### src/inc/mtpi_pkg.sv
// constants shared by the transmit port and its data buffer
// assumes a 125 MHz system clock sampling the phy transmit clock as a plain input
package mtpi_pkg;

  // ----------------------------------------------------------------
  // link clock rates supplied by the phy (mhz x 10)
  // ----------------------------------------------------------------
  localparam int unsigned MII_10M_CLK_MHZ_X10  = 25;
  localparam int unsigned MII_100M_CLK_MHZ_X10 = 250;
  localparam int unsigned SERIAL_CLK_MHZ_X10   = 100;

  // ----------------------------------------------------------------
  // data path shape
  // ----------------------------------------------------------------
  localparam int unsigned BYTE_W     = 8;
  localparam int unsigned FIFO_W     = 9;   // byte plus end-of-frame mark
  localparam int unsigned FIFO_DEPTH = 16;
  localparam int unsigned LAST_BIT   = 8;   // position of end-of-frame mark
  localparam int unsigned NIBBLE_W   = 4;

  // ----------------------------------------------------------------
  // units left after the first one of a byte
  // ----------------------------------------------------------------
  localparam logic [2:0] MII_UNITS_LEFT    = 3'h1;
  localparam logic [2:0] SERIAL_UNITS_LEFT = 3'h7;

  // ----------------------------------------------------------------
  // reset values
  // ----------------------------------------------------------------
  localparam logic [3:0] TX_DATA_RST  = 4'h0;
  localparam logic [7:0] SHIFT_RST    = 8'h00;
  localparam logic [2:0] CNT_RST      = 3'h0;
  localparam logic [2:0] SYNC_RST     = 3'h0;

  // ----------------------------------------------------------------
  // transmit state
  // ----------------------------------------------------------------
  typedef enum logic [0:0] {
    MTPI_IDLE = 1'b0,
    MTPI_SEND = 1'b1
  } mtpi_state_t;

endpackage : mtpi_pkg

### src/mtpi_fifo.sv
// synchronous fifo with valid/ready on both sides
// assumes one clock; writer and reader on the same domain
`timescale 1ns/1ps
`default_nettype none
module mtpi_fifo #(
  parameter int unsigned WIDTH = 9,
  parameter int unsigned DEPTH = 16
) (
  // clock and reset
  input  wire logic             clk,
  input  wire logic             rst_b,
  // fill side
  input  wire logic [WIDTH-1:0] wr_data,
  input  wire logic             wr_valid,
  output logic                  wr_ready,
  // drain side
  output logic      [WIDTH-1:0] rd_data,
  output logic                  rd_valid,
  input  wire logic             rd_ready
);

  localparam int unsigned AW = $clog2(DEPTH);

  logic [WIDTH-1:0] mem [DEPTH];
  logic [AW:0]      wr_ptr_reg;
  logic [AW:0]      wr_ptr_next;
  logic [AW:0]      rd_ptr_reg;
  logic [AW:0]      rd_ptr_next;
  logic             full;
  logic             empty;
  logic             push;
  logic             pop;

  // ----------------------------------------------------------------
  // flags and pointer advance
  // ----------------------------------------------------------------
  // extra pointer bit tells full from empty without a counter
  always_comb begin
    empty       = (wr_ptr_reg == rd_ptr_reg);
    full        = (wr_ptr_reg[AW] != rd_ptr_reg[AW]) && (wr_ptr_reg[AW-1:0] == rd_ptr_reg[AW-1:0]);
    wr_ready    = !full;
    rd_valid    = !empty;
    push        = wr_valid && !full;
    pop         = rd_ready && !empty;
    wr_ptr_next = push ? wr_ptr_reg + 1'b1 : wr_ptr_reg;
    rd_ptr_next = pop ? rd_ptr_reg + 1'b1 : rd_ptr_reg;
    rd_data     = mem[rd_ptr_reg[AW-1:0]];
  end

  // pointer registers
  always_ff @(posedge clk or negedge rst_b) begin
    if (!rst_b) begin
      wr_ptr_reg <= '0;
      rd_ptr_reg <= '0;
    end else begin
      wr_ptr_reg <= wr_ptr_next;
      rd_ptr_reg <= rd_ptr_next;
    end
  end

  // storage, no reset needed
  always_ff @(posedge clk) begin
    if (push) begin
      mem[wr_ptr_reg[AW-1:0]] <= wr_data;
    end
  end

endmodule : mtpi_fifo
`default_nettype wire

### src/mtpi_tx_port.sv
// transmit side of one mii / 10 mbps serial port
// assumes the frame bytes, preamble included, arrive from the mac core on clk;
// the phy transmit clock is sampled as an asynchronous input; eight copies make the port set
`timescale 1ns/1ps
`default_nettype none
// Behaviour
// RULE1: port outputs timed by its own phy clock
// RULE2: phy gives 2.5 or 25 MHz in mii
// RULE3: phy gives 10 MHz in serial mode
// RULE4: outputs change on phy clock rising edge
// RULE5: mii sends one nibble per clock
// RULE6: serial sends one bit on bit 0
// RULE7: valid marks data lines carrying frame data
// RULE8: unused port clock tied to fixed level
// RULE9: valid from first preamble unit to last
// RULE10: serial upper bits low; low nibble first
module mtpi_tx_port (
  // clock and reset
  input  wire logic       clk,
  input  wire logic       rst_b,
  // mode, level from the mac configuration
  input  wire logic       serial_mode,
  // frame byte stream from the mac core
  input  wire logic [7:0] frame_byte,
  input  wire logic       frame_last,
  input  wire logic       frame_valid,
  output logic            frame_ready,
  // phy pins
  input  wire logic       phy_tx_clock_in,
  output logic      [3:0] tx_data_port,
  output logic            tx_valid_out,
  // status
  output logic            tx_underrun
);

  // ----------------------------------------------------------------
  // phy clock synchroniser and edge finder
  // ----------------------------------------------------------------
  logic [2:0] sync_reg;
  logic [2:0] sync_next;
  logic       tx_edge;

  // only the second and third stage feed the edge detector
  always_comb begin
    sync_next = {sync_reg[1:0], phy_tx_clock_in};
    tx_edge   = sync_reg[1] && !sync_reg[2]; // see RULE4
  end

  always_ff @(posedge clk or negedge rst_b) begin
    if (!rst_b) begin
      sync_reg <= mtpi_pkg::SYNC_RST;
    end else begin
      sync_reg <= sync_next;
    end
  end

  // ----------------------------------------------------------------
  // byte buffer
  // ----------------------------------------------------------------
  logic [mtpi_pkg::FIFO_W-1:0] fifo_out;
  logic                        fifo_valid;
  logic                        pop;

  mtpi_fifo #(
    .WIDTH (mtpi_pkg::FIFO_W),
    .DEPTH (mtpi_pkg::FIFO_DEPTH)
  ) u_fifo (
    .clk       (clk),
    .rst_b     (rst_b),
    .wr_data  ({frame_last, frame_byte}),
    .wr_valid (frame_valid),
    .wr_ready (frame_ready),
    .rd_data  (fifo_out),
    .rd_valid (fifo_valid),
    .rd_ready (pop)
  );

  // ----------------------------------------------------------------
  // unit serialiser
  // ----------------------------------------------------------------
  mtpi_pkg::mtpi_state_t state_reg;
  mtpi_pkg::mtpi_state_t state_next;
  logic [7:0] shift_reg;
  logic [7:0] shift_next;
  logic [2:0] cnt_reg;
  logic [2:0] cnt_next;
  logic       last_reg;
  logic       last_next;
  logic       mode_reg;
  logic       mode_next;
  logic [3:0] data_reg;
  logic [3:0] data_next;
  logic       valid_reg;
  logic       valid_next;
  logic       under_reg;
  logic       under_next;
  logic       need_byte;
  logic       start_mode;

  // first unit of a byte in the chosen width; serial keeps bits 3:1 low
  function automatic logic [3:0] first_unit(input logic [7:0] b, input logic ser);
    first_unit = ser ? {3'h0, b[0]} : b[3:0]; // see RULE10
  endfunction : first_unit

  // tx_data_port and tx_valid_out move only on a sampled phy rising edge
  always_comb begin
    state_next = state_reg;
    shift_next = shift_reg;
    cnt_next   = cnt_reg;
    last_next  = last_reg;
    mode_next  = mode_reg;
    data_next  = data_reg;
    valid_next = valid_reg;
    under_next = 1'b0;
    // mode is taken only at frame start so a change cannot split a frame
    start_mode = (state_reg == mtpi_pkg::MTPI_IDLE) ? serial_mode : mode_reg;
    need_byte  = (state_reg == mtpi_pkg::MTPI_IDLE) || ((cnt_reg == mtpi_pkg::CNT_RST) && !last_reg);
    pop        = tx_edge && need_byte && fifo_valid;
    if (tx_edge) begin // see RULE1
      if ((state_reg == mtpi_pkg::MTPI_SEND) && (cnt_reg != mtpi_pkg::CNT_RST)) begin
        // low nibble went first, high nibble or next bit follows
        data_next  = mode_reg ? {3'h0, shift_reg[0]} : shift_reg[3:0]; // see RULE5
        shift_next = mode_reg ? {1'b0, shift_reg[7:1]} : {4'h0, shift_reg[7:4]}; // see RULE6
        cnt_next   = cnt_reg - 1'b1;
      end else if (pop) begin
        mode_next  = start_mode;
        data_next  = first_unit(fifo_out[7:0], start_mode); // see RULE10
        shift_next = start_mode ? {1'b0, fifo_out[7:1]} : {4'h0, fifo_out[7:4]};
        cnt_next   = start_mode ? mtpi_pkg::SERIAL_UNITS_LEFT : mtpi_pkg::MII_UNITS_LEFT;
        last_next  = fifo_out[mtpi_pkg::LAST_BIT];
        valid_next = 1'b1; // see RULE9
        state_next = mtpi_pkg::MTPI_SEND;
      end else begin
        // frame over, or the mac starved us mid-frame
        under_next = (state_reg == mtpi_pkg::MTPI_SEND) && !last_reg;
        data_next  = mtpi_pkg::TX_DATA_RST; // see RULE7
        valid_next = 1'b0; // see RULE9
        last_next  = 1'b0;
        state_next = mtpi_pkg::MTPI_IDLE;
      end
    end
  end

  always_ff @(posedge clk or negedge rst_b) begin
    if (!rst_b) begin
      state_reg <= mtpi_pkg::MTPI_IDLE;
      shift_reg <= mtpi_pkg::SHIFT_RST;
      cnt_reg   <= mtpi_pkg::CNT_RST;
      last_reg  <= 1'b0;
      mode_reg  <= 1'b0;
      data_reg  <= mtpi_pkg::TX_DATA_RST;
      valid_reg <= 1'b0;
      under_reg <= 1'b0;
    end else begin
      state_reg <= state_next;
      shift_reg <= shift_next;
      cnt_reg   <= cnt_next;
      last_reg  <= last_next;
      mode_reg  <= mode_next;
      data_reg  <= data_next;
      valid_reg <= valid_next;
      under_reg <= under_next;
    end
  end

  assign tx_data_port = data_reg;
  assign tx_valid_out = valid_reg;
  assign tx_underrun  = under_reg;

  // ----------------------------------------------------------------
  // checks
  // ----------------------------------------------------------------
  property p_pin_moves_on_edge;
    @(posedge clk) disable iff (!rst_b)
    (!$stable(tx_data_port) || !$stable(tx_valid_out)) |-> $past(tx_edge);
  endproperty
  a_pin_moves_on_edge: assert property (p_pin_moves_on_edge) // see RULE1
    else $error("phy outputs changed without a phy clock edge");

  // judged on the synchronised pin itself, so a wrong edge decode shows up
  property p_edge_is_rising;
    @(posedge clk) disable iff (!rst_b)
    (!$stable(tx_data_port) || !$stable(tx_valid_out)) |-> $rose(sync_reg[2]);
  endproperty
  a_edge_is_rising: assert property (p_edge_is_rising) // see RULE4
    else $error("phy outputs moved without a rising phy clock edge");

  property p_mii_low_nibble;
    @(posedge clk) disable iff (!rst_b)
    (pop && !start_mode) |=> (tx_data_port == $past(fifo_out[3:0])) && tx_valid_out;
  endproperty
  a_mii_low_nibble: assert property (p_mii_low_nibble) // see RULE5
    else $error("mii first nibble is not the low nibble");

  property p_mii_high_nibble;
    @(posedge clk) disable iff (!rst_b)
    (tx_edge && state_reg == mtpi_pkg::MTPI_SEND && !mode_reg && cnt_reg == mtpi_pkg::MII_UNITS_LEFT)
      |=> tx_data_port == $past(shift_reg[3:0]);
  endproperty
  a_mii_high_nibble: assert property (p_mii_high_nibble) // see RULE10
    else $error("mii second nibble wrong");

  property p_serial_bit0;
    @(posedge clk) disable iff (!rst_b)
    (pop && start_mode) |=> tx_data_port == {3'h0, $past(fifo_out[0])};
  endproperty
  a_serial_bit0: assert property (p_serial_bit0) // see RULE6
    else $error("serial first bit wrong or upper lines driven");

  property p_idle_lines_low;
    @(posedge clk) disable iff (!rst_b)
    (!tx_valid_out || mode_reg) |-> tx_data_port[3:1] == 3'h0;
  endproperty
  a_idle_lines_low: assert property (p_idle_lines_low) // see RULE7
    else $error("data lines active outside valid mii data");

  property p_valid_ends_clean;
    @(posedge clk) disable iff (!rst_b)
    $fell(tx_valid_out) |-> $past(cnt_reg == mtpi_pkg::CNT_RST) && ($past(last_reg) || tx_underrun);
  endproperty
  a_valid_ends_clean: assert property (p_valid_ends_clean) // see RULE9
    else $error("valid dropped before the last unit");

  c_mii_frame:    cover property (@(posedge clk) disable iff (!rst_b) $fell(tx_valid_out) && !mode_reg);
  c_serial_frame: cover property (@(posedge clk) disable iff (!rst_b) $fell(tx_valid_out) && mode_reg);
  c_underrun:     cover property (@(posedge clk) disable iff (!rst_b) tx_underrun);
  c_fifo_full:    cover property (@(posedge clk) disable iff (!rst_b) !frame_ready);

endmodule : mtpi_tx_port
`default_nettype wire

### config.mk
export PLATFORM = sky130hd
export DESIGN_NAME = mtpi_tx_port
export DESIGN_NICKNAME = d
export VERILOG_FILES = /design/src/inc/mtpi_pkg.sv /design/src/mtpi_fifo.sv /design/src/mtpi_tx_port.sv
export SDC_FILE = /design/constraint.sdc
export NUM_CORES = 1
export LEC_CHECK = 0
export CORE_MARGIN = 4
export CORE_UTILIZATION = 45
export DETAILED_ROUTE_END_ITERATION = 10
export DONT_BUFFER_PORTS = 1
export HOLD_SLACK_MARGIN = 0.12
export SYNTH_ARGS = -nofsm -noshare
export SYNTH_HDL_FRONTEND = slang
export SYNTH_SLANG_ARGS = --single-unit
### constraint.sdc
create_clock -name clk -period 3.31 [get_ports clk]
set_input_delay 0.662 -clock clk [delete_from_list [all_inputs] [get_ports clk]]
set_output_delay 0.662 -clock clk [all_outputs]
set_load 0.05 [all_outputs]
==> results.tsv, run 1 <==
stage	metric	value	unit
status	outcome	finished, final reports clean	
global_routing	grt_pass1_wl	23280	um
route	vias	3662	
logic_synthesis	netlist_top_cells_area	edfxtp_1, dfrtp_1, mux4_2	
logic_synthesis	synth_cell_type_count	43	
clock_tree	numCtsBuffers	17	
placement	dpl.hpwl	9725	um
worst_setup_path	cp-end-kind	output port	
logic_synthesis	yosys-top-cells-count	edfxtp_1, dfrtp_1, nor2_1, nand2_1, mux4_2	
pwr	vdd_drop_max	0.5057	mV
placement	post-place-ws	0.8071	ns
cells_and_area	diodes	0	
timing	relSlewSlack	0.4950	
logic_synthesis	synth-edff-count	144	
floorplanning	fp.coreArea	0.01577	mm^2
route	vias_per_cell	5.540	
clock_tree	cts.clk_slew.worst_paths	0.07	ns
clock_tree	cts_root_buf	clkbuf_16	
timing	tns	0	ns
logic_synthesis	yosys_warnings	0	
route	post_drt_wl_per_cell	22.52	um
worst_hold_path	min_path_type	in -> reg	
logic_synthesis	ys_ff_latch	175	
timing	fin_ws	0.5231	ns
logic_synthesis	yosysSeqAreaShare	0.7070	
clock_tree	clock_sinks	175	
floorplanning	initial_core_util	0.4574	
worst_setup_path	arrival	2.12	ns
global_routing	overflow	0	
clock_tree	postCtsSetupBuffers	0	
timing	grt_setup_unrepaired	false	
pwr	p_leak	2.798	nW
worst_setup_path	crit_path_max_fanout	14	
logic_synthesis	syn_nets	429	
logic_synthesis	syn_area	0.007213	mm^2
floorplanning	dieWidth	134.6	um
placement	place_area	0.007552	mm^2
pwr	total_power	0.007088	W
route	initialDrtViolationCount	299	
floorplanning	dieArea	0.01812	mm^2
timing	finalHoldViolCount	0	
logic_synthesis	synth_area_per_cell	17.68	um^2
floorplanning	rows	46	
timing	fmax	0.3588	GHz
placement	finalWeightedCongestion	0.7570	
floorplanning	pin_count	21	
clock_tree	h-tree-depth	4	
global_routing	grt_pass1_vias	3842	
cells_and_area	drive_above_1_share	0.2157	
global_routing	grtUsageTotal	0.1786	
timing	period_share	0.8420	
placement	portBuffers	0	
global_routing	antenna_found_initial	0	
cells_and_area	fillerInstances	1332	
logic_synthesis	synth.most_common_cell	edfxtp_1	
cells_and_area	final_cell_area	0.008159	mm^2
logic_synthesis	synth_flop_cell	edfxtp_1	
clock_tree	cts_tree	built	
timing	skew	0.01185	ns
floorplanning	die_y	134.6	um
route	drtPass1Iterations	4	
logic_synthesis	yosysTopAreaCellShare	0.5995	
logic_synthesis	synth_area_leader_cell	edfxtp_1	
worst_setup_path	criticalPathCategory	reg -> out	
timing	whs	0.2664	ns
global_routing	grt_max_degree	38	
cells_and_area	largest_reg_flops	144	
timing	worst_pin_slew	0.7575	ns
clock_tree	clock_path_buffers	2	
timing	layout_min_cycle_time	2.787	ns
route	drc	0	
worst_setup_path	worst_ep_required_time	2.65	ns
clock_tree	clkLatencyLatePin	0.43	ns
worst_setup_path	start_kind	flop	
timing	setup_violations	0	
pwr	p_per_area	868.7	mW/mm^2
route	routed_wl	14890	um
logic_synthesis	async_reset_ff_frac	0.1771	
flow_run	drv_cap	0	
cells_and_area	final_nets	453	
route	antenna_left	0	
logic_synthesis	synthCells	408	
cells_and_area	syn_to_final_growth	13.11	%
timing	drv_slew	0	
## worst max-delay path: stages (launching register included)
cell and delay (ns):
dfrtp_2 0.57, xor2_1 0.25, nor4_4 0.46, nand2_1 0.42
## layout by cell type (no fill, tap or decap), types with 3 or more instances in the layout
| cell type | netlist | final |
|---|---|---|
| o21ai_0 | 8 | 8 |
| mux4_2 | 26 | 26 |
| nor2_1 | 29 | 29 |
| edfxtp_1 | 144 | 144 |
| a31oi_1 | 5 | 5 |
| nor2b_1 | 5 | 5 |
| xnor2_1 | 8 | 8 |
| xor2_1 | 6 | 6 |
| ha_1 | 7 | 7 |
| nand2_1 | 27 | 27 |
| a21oi_1 | 8 | 8 |
| clkinvlp_4 | 0 | 3 |
| nand2b_1 | 5 | 5 |
| a32oi_1 | 4 | 4 |
| mux2i_1 | 13 | 13 |
| dfrtp_1 | 31 | 30 |
| nor3_2 | 0 | 3 |
| inv_6 | 0 | 5 |
| buf_4 | 5 | 25 |
| nand4_1 | 5 | 5 |
| mux4_1 | 10 | 10 |
| a22oi_1 | 6 | 6 |
| clkbuf_16 | 0 | 17 |
| inv_1 | 8 | 8 |
| mux2_2 | 4 | 4 |
| nor3_1 | 6 | 3 |
## layout make-up
cell class,count,area (um^2),share of cell area
clock buffer,19,432.9,0.05306
inverter,8,30.03,0.003680
sequential,175,5101,0.6252
multi-input combinational,203,1963,0.2406
tap,216,270.3,0.03312
clock inverter,13,143.9,0.01764
timing repair buffer,27,217.7,0.02668
## path summary, 6_finish.rpt
| check | startpoint | end | slack [ns] | depth (start not counted) |
|---|---|---|---|---|
| min in group asynchronous | rst_b | u_fifo.rd_ptr_reg[2] | 0.68 | 2 |
| hold reg to reg | sync_reg[0] | sync_reg[1] | 0.36 | 0 |
| setup reg to reg | u_fifo.rd_ptr_reg[0] | u_fifo.mem[8][8] | 0.83 | 6 |
| max in group asynchronous | rst_b | u_fifo.rd_ptr_reg[0] | 2.45 | 2 |
| hold / removal | phy_tx_clock_in | sync_reg[0] | 0.27 | 0 |
| setup / recovery | u_fifo.rd_ptr_reg[0] | frame_ready | 0.52 | 3 |
## power breakdown
part           switching [W]  internal [W]
registers           0.000357       0.00272
clock network       0.000873       0.00106
logic                0.00116      0.000912
total                0.00239       0.00470
## kinds of logic after synthesis
group / after synthesis / share of synthesized area
flip-flops: 175 / 0.7070
AND/OR/NAND/NOR: 83 / 0.05377
multiplexers: 53 / 0.1419
AO/OA/AOI/OAI: 46 / 0.04527
buffers and inverters: 30 / 0.02290
XOR/XNOR: 14 / 0.01700
adder cells (fa/ha/maj): 7 / 0.01214
## repair_timing
item	in CTS	in global routing
gates resized for setup	0	0
hold buffers	2	0
hold endpoints to repair	31	0
## through the flow
stage,cells,util
final,661,0.5174
after floorplan,408,-
after global placement,627,0.4789
after CTS,661,0.5174
after global routing,661,0.5174
after detailed placement,627,0.4789
## metal layers
metal	vias to the layer above	track usage	wire [um]
met2	92	0.2916	7351
li1	1650	-	-
met4	0	0.05543	235
met5	-	0	0
met1	1904	0.2379	6659
met3	16	0.04620	640
Power figures use the tool's default switching activity.
==> inputs of run 2 (changes only) <==
clock period = 2.64 ns   (was 3.31 ns; I/O delays follow)
==> run 2 against run 1 <==
Clock skew increased by 0.010 ns. Die area stayed put. Setup slack lost 0.30 ns. Count of clock-buffer cells in the layout is 1 lower. Sequential share of layout area decreased by 0.38 points. Global-route usage down 0.96 points. Wire length fell by 5.1%. Register-to-register slack lost 0.41 ns. Cell area increased by 0.61%. Highest routed layer unchanged. Sequential cell count unchanged. Sequential power grew 24%.
==> results.tsv, run 2 (same netlist as run 1, synthesis figures left out) <==
stage	metric	value	unit	change
worst_hold_path	min_path_type	in -> reg		unchanged
cells_and_area	fillerInstances	1333		was 1332
placement	dpl.hpwl	8986	um	was 9725 um
route	routed_wl	14130	um	was 14890 um
timing	skew	0.02218	ns	was 0.01185 ns
pwr	vdd_drop_max	0.5809	mV	was 0.5057 mV
worst_setup_path	criticalPathCategory	reg -> out		unchanged
placement	post-place-ws	0.4229	ns	was 0.8071 ns
worst_setup_path	arrival	1.89	ns	was 2.12 ns
global_routing	antenna_found_initial	0		unchanged
route	drc	0		unchanged
timing	worst_pin_slew	0.6721	ns	was 0.7575 ns
global_routing	overflow	0		unchanged
floorplanning	dieArea	0.01812	mm^2	unchanged
worst_setup_path	r2r-end	u_fifo.mem[11][7]		was u_fifo.mem[8][8]
cells_and_area	final_nets	458		was 453
timing	setup_violations	0		unchanged
clock_tree	clock_sinks	175		unchanged
global_routing	grt_pass1_vias	3725		was 3842
clock_tree	cts_resized	0		unchanged
clock_tree	clkLatencyLatePin	0.43	ns	about the same
floorplanning	pin_count	21		unchanged
cells_and_area	final_common_cell	edfxtp_1		unchanged
clock_tree	h-tree-depth	4		unchanged
clock_tree	postCtsSetupBuffers	0		unchanged
clock_tree	hold_buffers	3		was 2
worst_setup_path	worstSetupEndpoint	frame_ready		unchanged
timing	period_share	0.9163		
floorplanning	die_y	134.6	um	unchanged
timing	drv_slew	0		unchanged
floorplanning	rows	46		unchanged
clock_tree	cts_tree	built		unchanged
floorplanning	dieWidth	134.6	um	unchanged
route	vias	3629		was 3662
route	post_drt_wl_per_cell	21.22	um	was 22.52 um
cells_and_area	largest_reg_flops	144		unchanged
cells_and_area	drive_above_1_share	0.2200		was 0.2157
floorplanning	fp.coreArea	0.01577	mm^2	unchanged
timing	finalHoldViolCount	0		unchanged
timing	tns	0	ns	unchanged
placement	finalWeightedCongestion	0.7755		was 0.7570
global_routing	grtUsageTotal	0.1689		was 0.1786
worst_setup_path	rr_worst_depth	6		unchanged
timing	fmax	0.4134	GHz	
clock_tree	cts.clk_slew.worst_paths	0.07	ns	about the same
pwr	p_per_area	1084	mW/mm^2	was 868.7 mW/mm^2
route	initialDrtViolationCount	248		was 299
worst_setup_path	r2r_slack	0.42	ns	was 0.83 ns
pwr	p_leak	2.822	nW	was 2.798 nW
timing	grt_setup_unrepaired	false		unchanged
worst_setup_path	crit_path_max_fanout	7		was 14
route	vias_per_cell	5.449		was 5.540
route	drtPass1Iterations	4		unchanged
global_routing	grt_pass1_wl	22120	um	was 23280 um
global_routing	grt_max_degree	33		was 38
worst_setup_path	cp-end-kind	output port		unchanged
placement	portBuffers	0		unchanged
timing	relSlewSlack	0.5403		was 0.4950
cells_and_area	syn_to_final_growth	13.81	%	was 13.11%
cells_and_area	layout_common_cells	edfxtp_1, dfrtp_1, nor2_1		unchanged
worst_setup_path	worst_ep_required_time	2.11	ns	was 2.65 ns
flow_run	drv_cap	0		unchanged
cells_and_area	diodes	0		unchanged
worst_setup_path	timing.rr.start	u_fifo.rd_ptr_reg[3]		was u_fifo.rd_ptr_reg[0]
worst_setup_path	crit_path_start	u_fifo.rd_ptr_reg[3]		was u_fifo.rd_ptr_reg[0]
route	antenna_left	0		unchanged
status	outcome	finished, final reports clean		unchanged
floorplanning	initial_core_util	0.4574		unchanged
worst_setup_path	start_kind	flop		unchanged
clock_tree	clock_path_buffers	2		unchanged
clock_tree	cts_root_buf	clkbuf_16		unchanged
timing	fin_ws	0.2209	ns	was 0.5231 ns
timing	layout_min_cycle_time	2.419	ns	
clock_tree	numCtsBuffers	17		unchanged
==> run 2: report_power, final <==
part	leakage (nW)	internal [W]	total, W	switching, W
Sequential	1.68	0.00341	0.00382	0.000409
Clock	0.264	0.00131	0.00237	0.00105
Combinational	0.881	0.00121	0.00271	0.00150
Total	2.82	0.00593	0.00890	0.00297
==> run 2: layout make-up <==
class,count,area [um^2],share of cell area
Sequential cell,175,5101,0.6214
Inverter,8,30.03,0.003658
Clock buffer,18,429.2,0.05228
Multi-Input combinational cell,203,1963,0.2391
Tap cell,216,270.3,0.03292
Timing Repair Buffer,32,282.8,0.03445
Clock inverter,14,132.6,0.01616
==> run 2: worst min-delay path by stage <==
| stage | from | end | slack, ns | cells past startpoint |
|---|---|---|---|---|
| floorplan | rst_b | cnt_reg[0] | 0.23 | 0 |
| global placement | rst_b | sync_reg[1] | 0.23 | 0 |
| detailed placement | rst_b | sync_reg[1] | 0.23 | 0 |
| CTS | frame_byte[0] | u_fifo.mem[5][0] | 0.17 | 0 |
| global route | frame_byte[4] | u_fifo.mem[10][4] | 0.16 | 0 |
| finish | frame_byte[4] | u_fifo.mem[4][4] | 0.19 | 0 |
==> run 2: layer usage <==
metal  GRT usage  vias up  part of all wire  wire [um]
met2      0.2723       83              0.50       7123
met5           0        -                 0          0
li1            -     1665                 -          -
met1      0.2209     1874              0.43       6059
met3     0.05551        7             0.057        812
met4     0.05090        0            0.0099        140
==> run 2: worst max-delay path, cell delays in order (launching register included) <==
cell,delay (ns)
dfrtp_1,0.53
xor2_1,0.25
nor4_4,0.27
buf_4,0.19
nand2_1,0.05
buf_4,0.20
==> run 2: metrics by stage <==
step                hold slack [ns]  instance area [um^2]  utilization  std cells  power (W)
floorplan                    0.2324                  7213            -        408   0.005854
global placement             0.2341                  7607       0.4824        631   0.006549
detailed placement           0.2339                  7607       0.4824        631   0.006593
CTS                          0.1717                  8209       0.5205        666   0.008994
global route                 0.1623                  8209       0.5205        666   0.009380
finish                       0.1916                  8209       0.5205        666   0.008902
==> inputs of run 3 (changes only) <==
CORE_MARGIN = not set   (was 4)
==> run 3 against run 2 <==
Cell count is 0.15% higher. Non-clock buffer count increased by 6. Worst hold slack worse by 0.0041 ns. Power rose by 3.2%. Utilization is 1.7 points higher. Die area fell by 8.7%. Critical path depth unchanged. Critical path type unchanged.
==> results.tsv, run 3 (same netlist as run 1, synthesis figures left out) <==
stage	metric	value	unit	change
timing	relSlewSlack	0.5969		was 0.5403
floorplanning	dieArea	0.01654	mm^2	was 0.01812 mm^2
pwr	internal_power	0.006217	W	was 0.005934 W
placement	dpl.hpwl	9383	um	was 8986 um
timing	whs	0.1875	ns	was 0.1916 ns
pwr	swShare	0.3231		was 0.3334
clock_tree	h-tree-depth	4		unchanged
route	post_drt_wl_per_cell	21.51	um	was 21.22 um
clock_tree	cts.clk_slew.worst_paths	0.07	ns	about the same
flow_run	drv_cap	0		unchanged
pwr	comb_power_share	0.297		was 0.305
placement	finalWeightedCongestion	0.7827		was 0.7755
route	drc	0		unchanged
clock_tree	cts_root_buf	clkbuf_16		unchanged
cells_and_area	final_nets	464		was 458
worst_setup_path	r2r_slack	0.36	ns	was 0.42 ns
pwr	seqPwrFrac	0.413		was 0.429
timing	skew	0.008719	ns	was 0.02218 ns
route	vias	3728		was 3629
timing	period_share	0.9093		was 0.9163
timing	finalHoldViolCount	0		unchanged
pwr	vdd_drop_max	0.6257	mV	was 0.5809 mV
floorplanning	initial_core_util	0.4676		was 0.4574
cells_and_area	syn_to_final_growth	14.93	%	was 13.81%
worst_setup_path	arrival	1.87	ns	was 1.89 ns
route	vias_per_cell	5.589		was 5.449
floorplanning	rows	45		was 46
global_routing	grtUsageTotal	0.1921		was 0.1689
route	routed_wl	14350	um	was 14130 um
pwr	p_switching	0.002968	W	about the same
cells_and_area	final_util	0.5374		was 0.5205
route	antenna_left	0		unchanged
global_routing	grt_pass1_vias	3828		was 3725
pwr	p_clk_frac	0.290		was 0.266
global_routing	grt_max_degree	32		was 33
timing	fmax	0.4166	GHz	was 0.4134 GHz
route	initialDrtViolationCount	273		was 248
global_routing	antenna_found_initial	0		unchanged
timing	drv_slew	0		unchanged
clock_tree	cts_resized	0		unchanged
status	outcome	finished, final reports clean		unchanged
timing	tns	0	ns	unchanged
cells_and_area	drive_above_1_share	0.2281		was 0.2200
timing	grt_setup_unrepaired	false		unchanged
timing	layout_min_cycle_time	2.400	ns	was 2.419 ns
floorplanning	die_y	128.6	um	was 134.6 um
worst_setup_path	start_kind	flop		unchanged
clock_tree	cts_tree	built		unchanged
clock_tree	clock_path_buffers	2		unchanged
worst_hold_path	min_path_type	in -> reg		unchanged
worst_setup_path	crit_path_max_fanout	6		was 7
floorplanning	pin_count	21		unchanged
pwr	p_leak	2.889	nW	was 2.822 nW
global_routing	overflow	0		unchanged
cells_and_area	diodes	0		unchanged
cells_and_area	largest_reg_flops	144		unchanged
pwr	total_power	0.009184	W	was 0.008902 W
route	drtPass1Iterations	4		unchanged
placement	portBuffers	0		unchanged
worst_setup_path	criticalPathCategory	reg -> out		unchanged
clock_tree	numCtsBuffers	17		unchanged
global_routing	grt_pass1_wl	22190	um	was 22120 um
pwr	p_per_area	1108	mW/mm^2	was 1084 mW/mm^2
floorplanning	dieWidth	128.6	um	was 134.6 um
cells_and_area	final_common_cell	edfxtp_1		unchanged
clock_tree	postCtsSetupBuffers	0		unchanged
timing	setup_violations	0		unchanged
floorplanning	fp.coreArea	0.01543	mm^2	was 0.01577 mm^2
worst_setup_path	worst_ep_required_time	2.11	ns	about the same
clock_tree	clkLatencyLatePin	0.43	ns	about the same
timing	fin_ws	0.2395	ns	was 0.2209 ns
cells_and_area	layout_common_cells	edfxtp_1, buf_4, dfrtp_1		was edfxtp_1, dfrtp_1, nor2_1
placement	post-place-ws	0.3602	ns	was 0.4229 ns
clock_tree	clock_sinks	175		unchanged
timing	worst_pin_slew	0.5894	ns	was 0.6721 ns
worst_setup_path	cp-end-kind	output port		unchanged
-- run 3: changes by cell type in the layout (fill, tap and decap cells not counted) --
cell,previous run,this run
clkinv_4,1,3
buf_12,3,2
inv_6,2,5
clkinv_1,2,0
bufinv_16,1,4
inv_8,3,0
clkinvlp_4,4,1
buf_4,27,34
nor3_2,3,0
nor3_1,3,6
-- run 3: worst max-delay path, cell delays in order (launching register included) --
cell     delay (ns)
dfrtp_2        0.48
xor2_1         0.21
nor4_4         0.31
buf_4          0.19
nand2_1        0.06
buf_4          0.20
-- run 3: final cells by class --
type | instances | area (um^2)
flip-flops and latches | 175 | 5101
clock buffers | 18 | 429.2
inverters | 8 | 30.03
clock inverters | 14 | 202.7
multi-input cells | 203 | 1948
well taps | 211 | 264.0
fillers | 1256 | 7137
repair buffers | 38 | 315.3
-- run 3: power groups by stage --
stage / sequential, W / combinational, W / clock, W
floorplan: 0.00373 / 0.00213 / 0
global placement: 0.00383 / 0.00271 / 0
CTS: 0.00380 / 0.00276 / 0.00272
finish: 0.00379 / 0.00273 / 0.00266
global route: 0.00384 / 0.00298 / 0.00281
detailed placement: 0.00385 / 0.00273 / 0
-- run 3: final timing paths --
kind,start,endpoint,cells after the start
max,u_fifo.rd_ptr_reg[0],frame_ready,5
min,frame_byte[0],u_fifo.mem[8][0],0
max reg2reg,u_fifo.wr_ptr_reg[2],u_fifo.mem[11][5],6
min reg2reg,sync_reg[0],sync_reg[1],0
max in group asynchronous,rst_b,u_fifo.rd_ptr_reg[0],2
min in group asynchronous,rst_b,sync_reg[0],2
-- run 3: timing repair --
item,in CTS,in global routing
hold buffers,3,0
setup endpoints to repair,0,0
endpoints found under the hold margin,32,0
-- run 3: layer usage --
layer	global-route usage	up-vias	wire length [um]
li1	-	1673	-
met1	0.2459	1953	6413
met2	0.3205	82	7170
met3	0.03659	20	512
met4	0.08581	0	252
met5	0	-	0
-- run 3: through the flow --
step                      cells  instance area, um^2
after floorplan             408                 7213
after global placement      632                 7619
after detailed placement    632                 7619
after CTS                   667                 8290
after global routing        667                 8290
final                       667                 8290
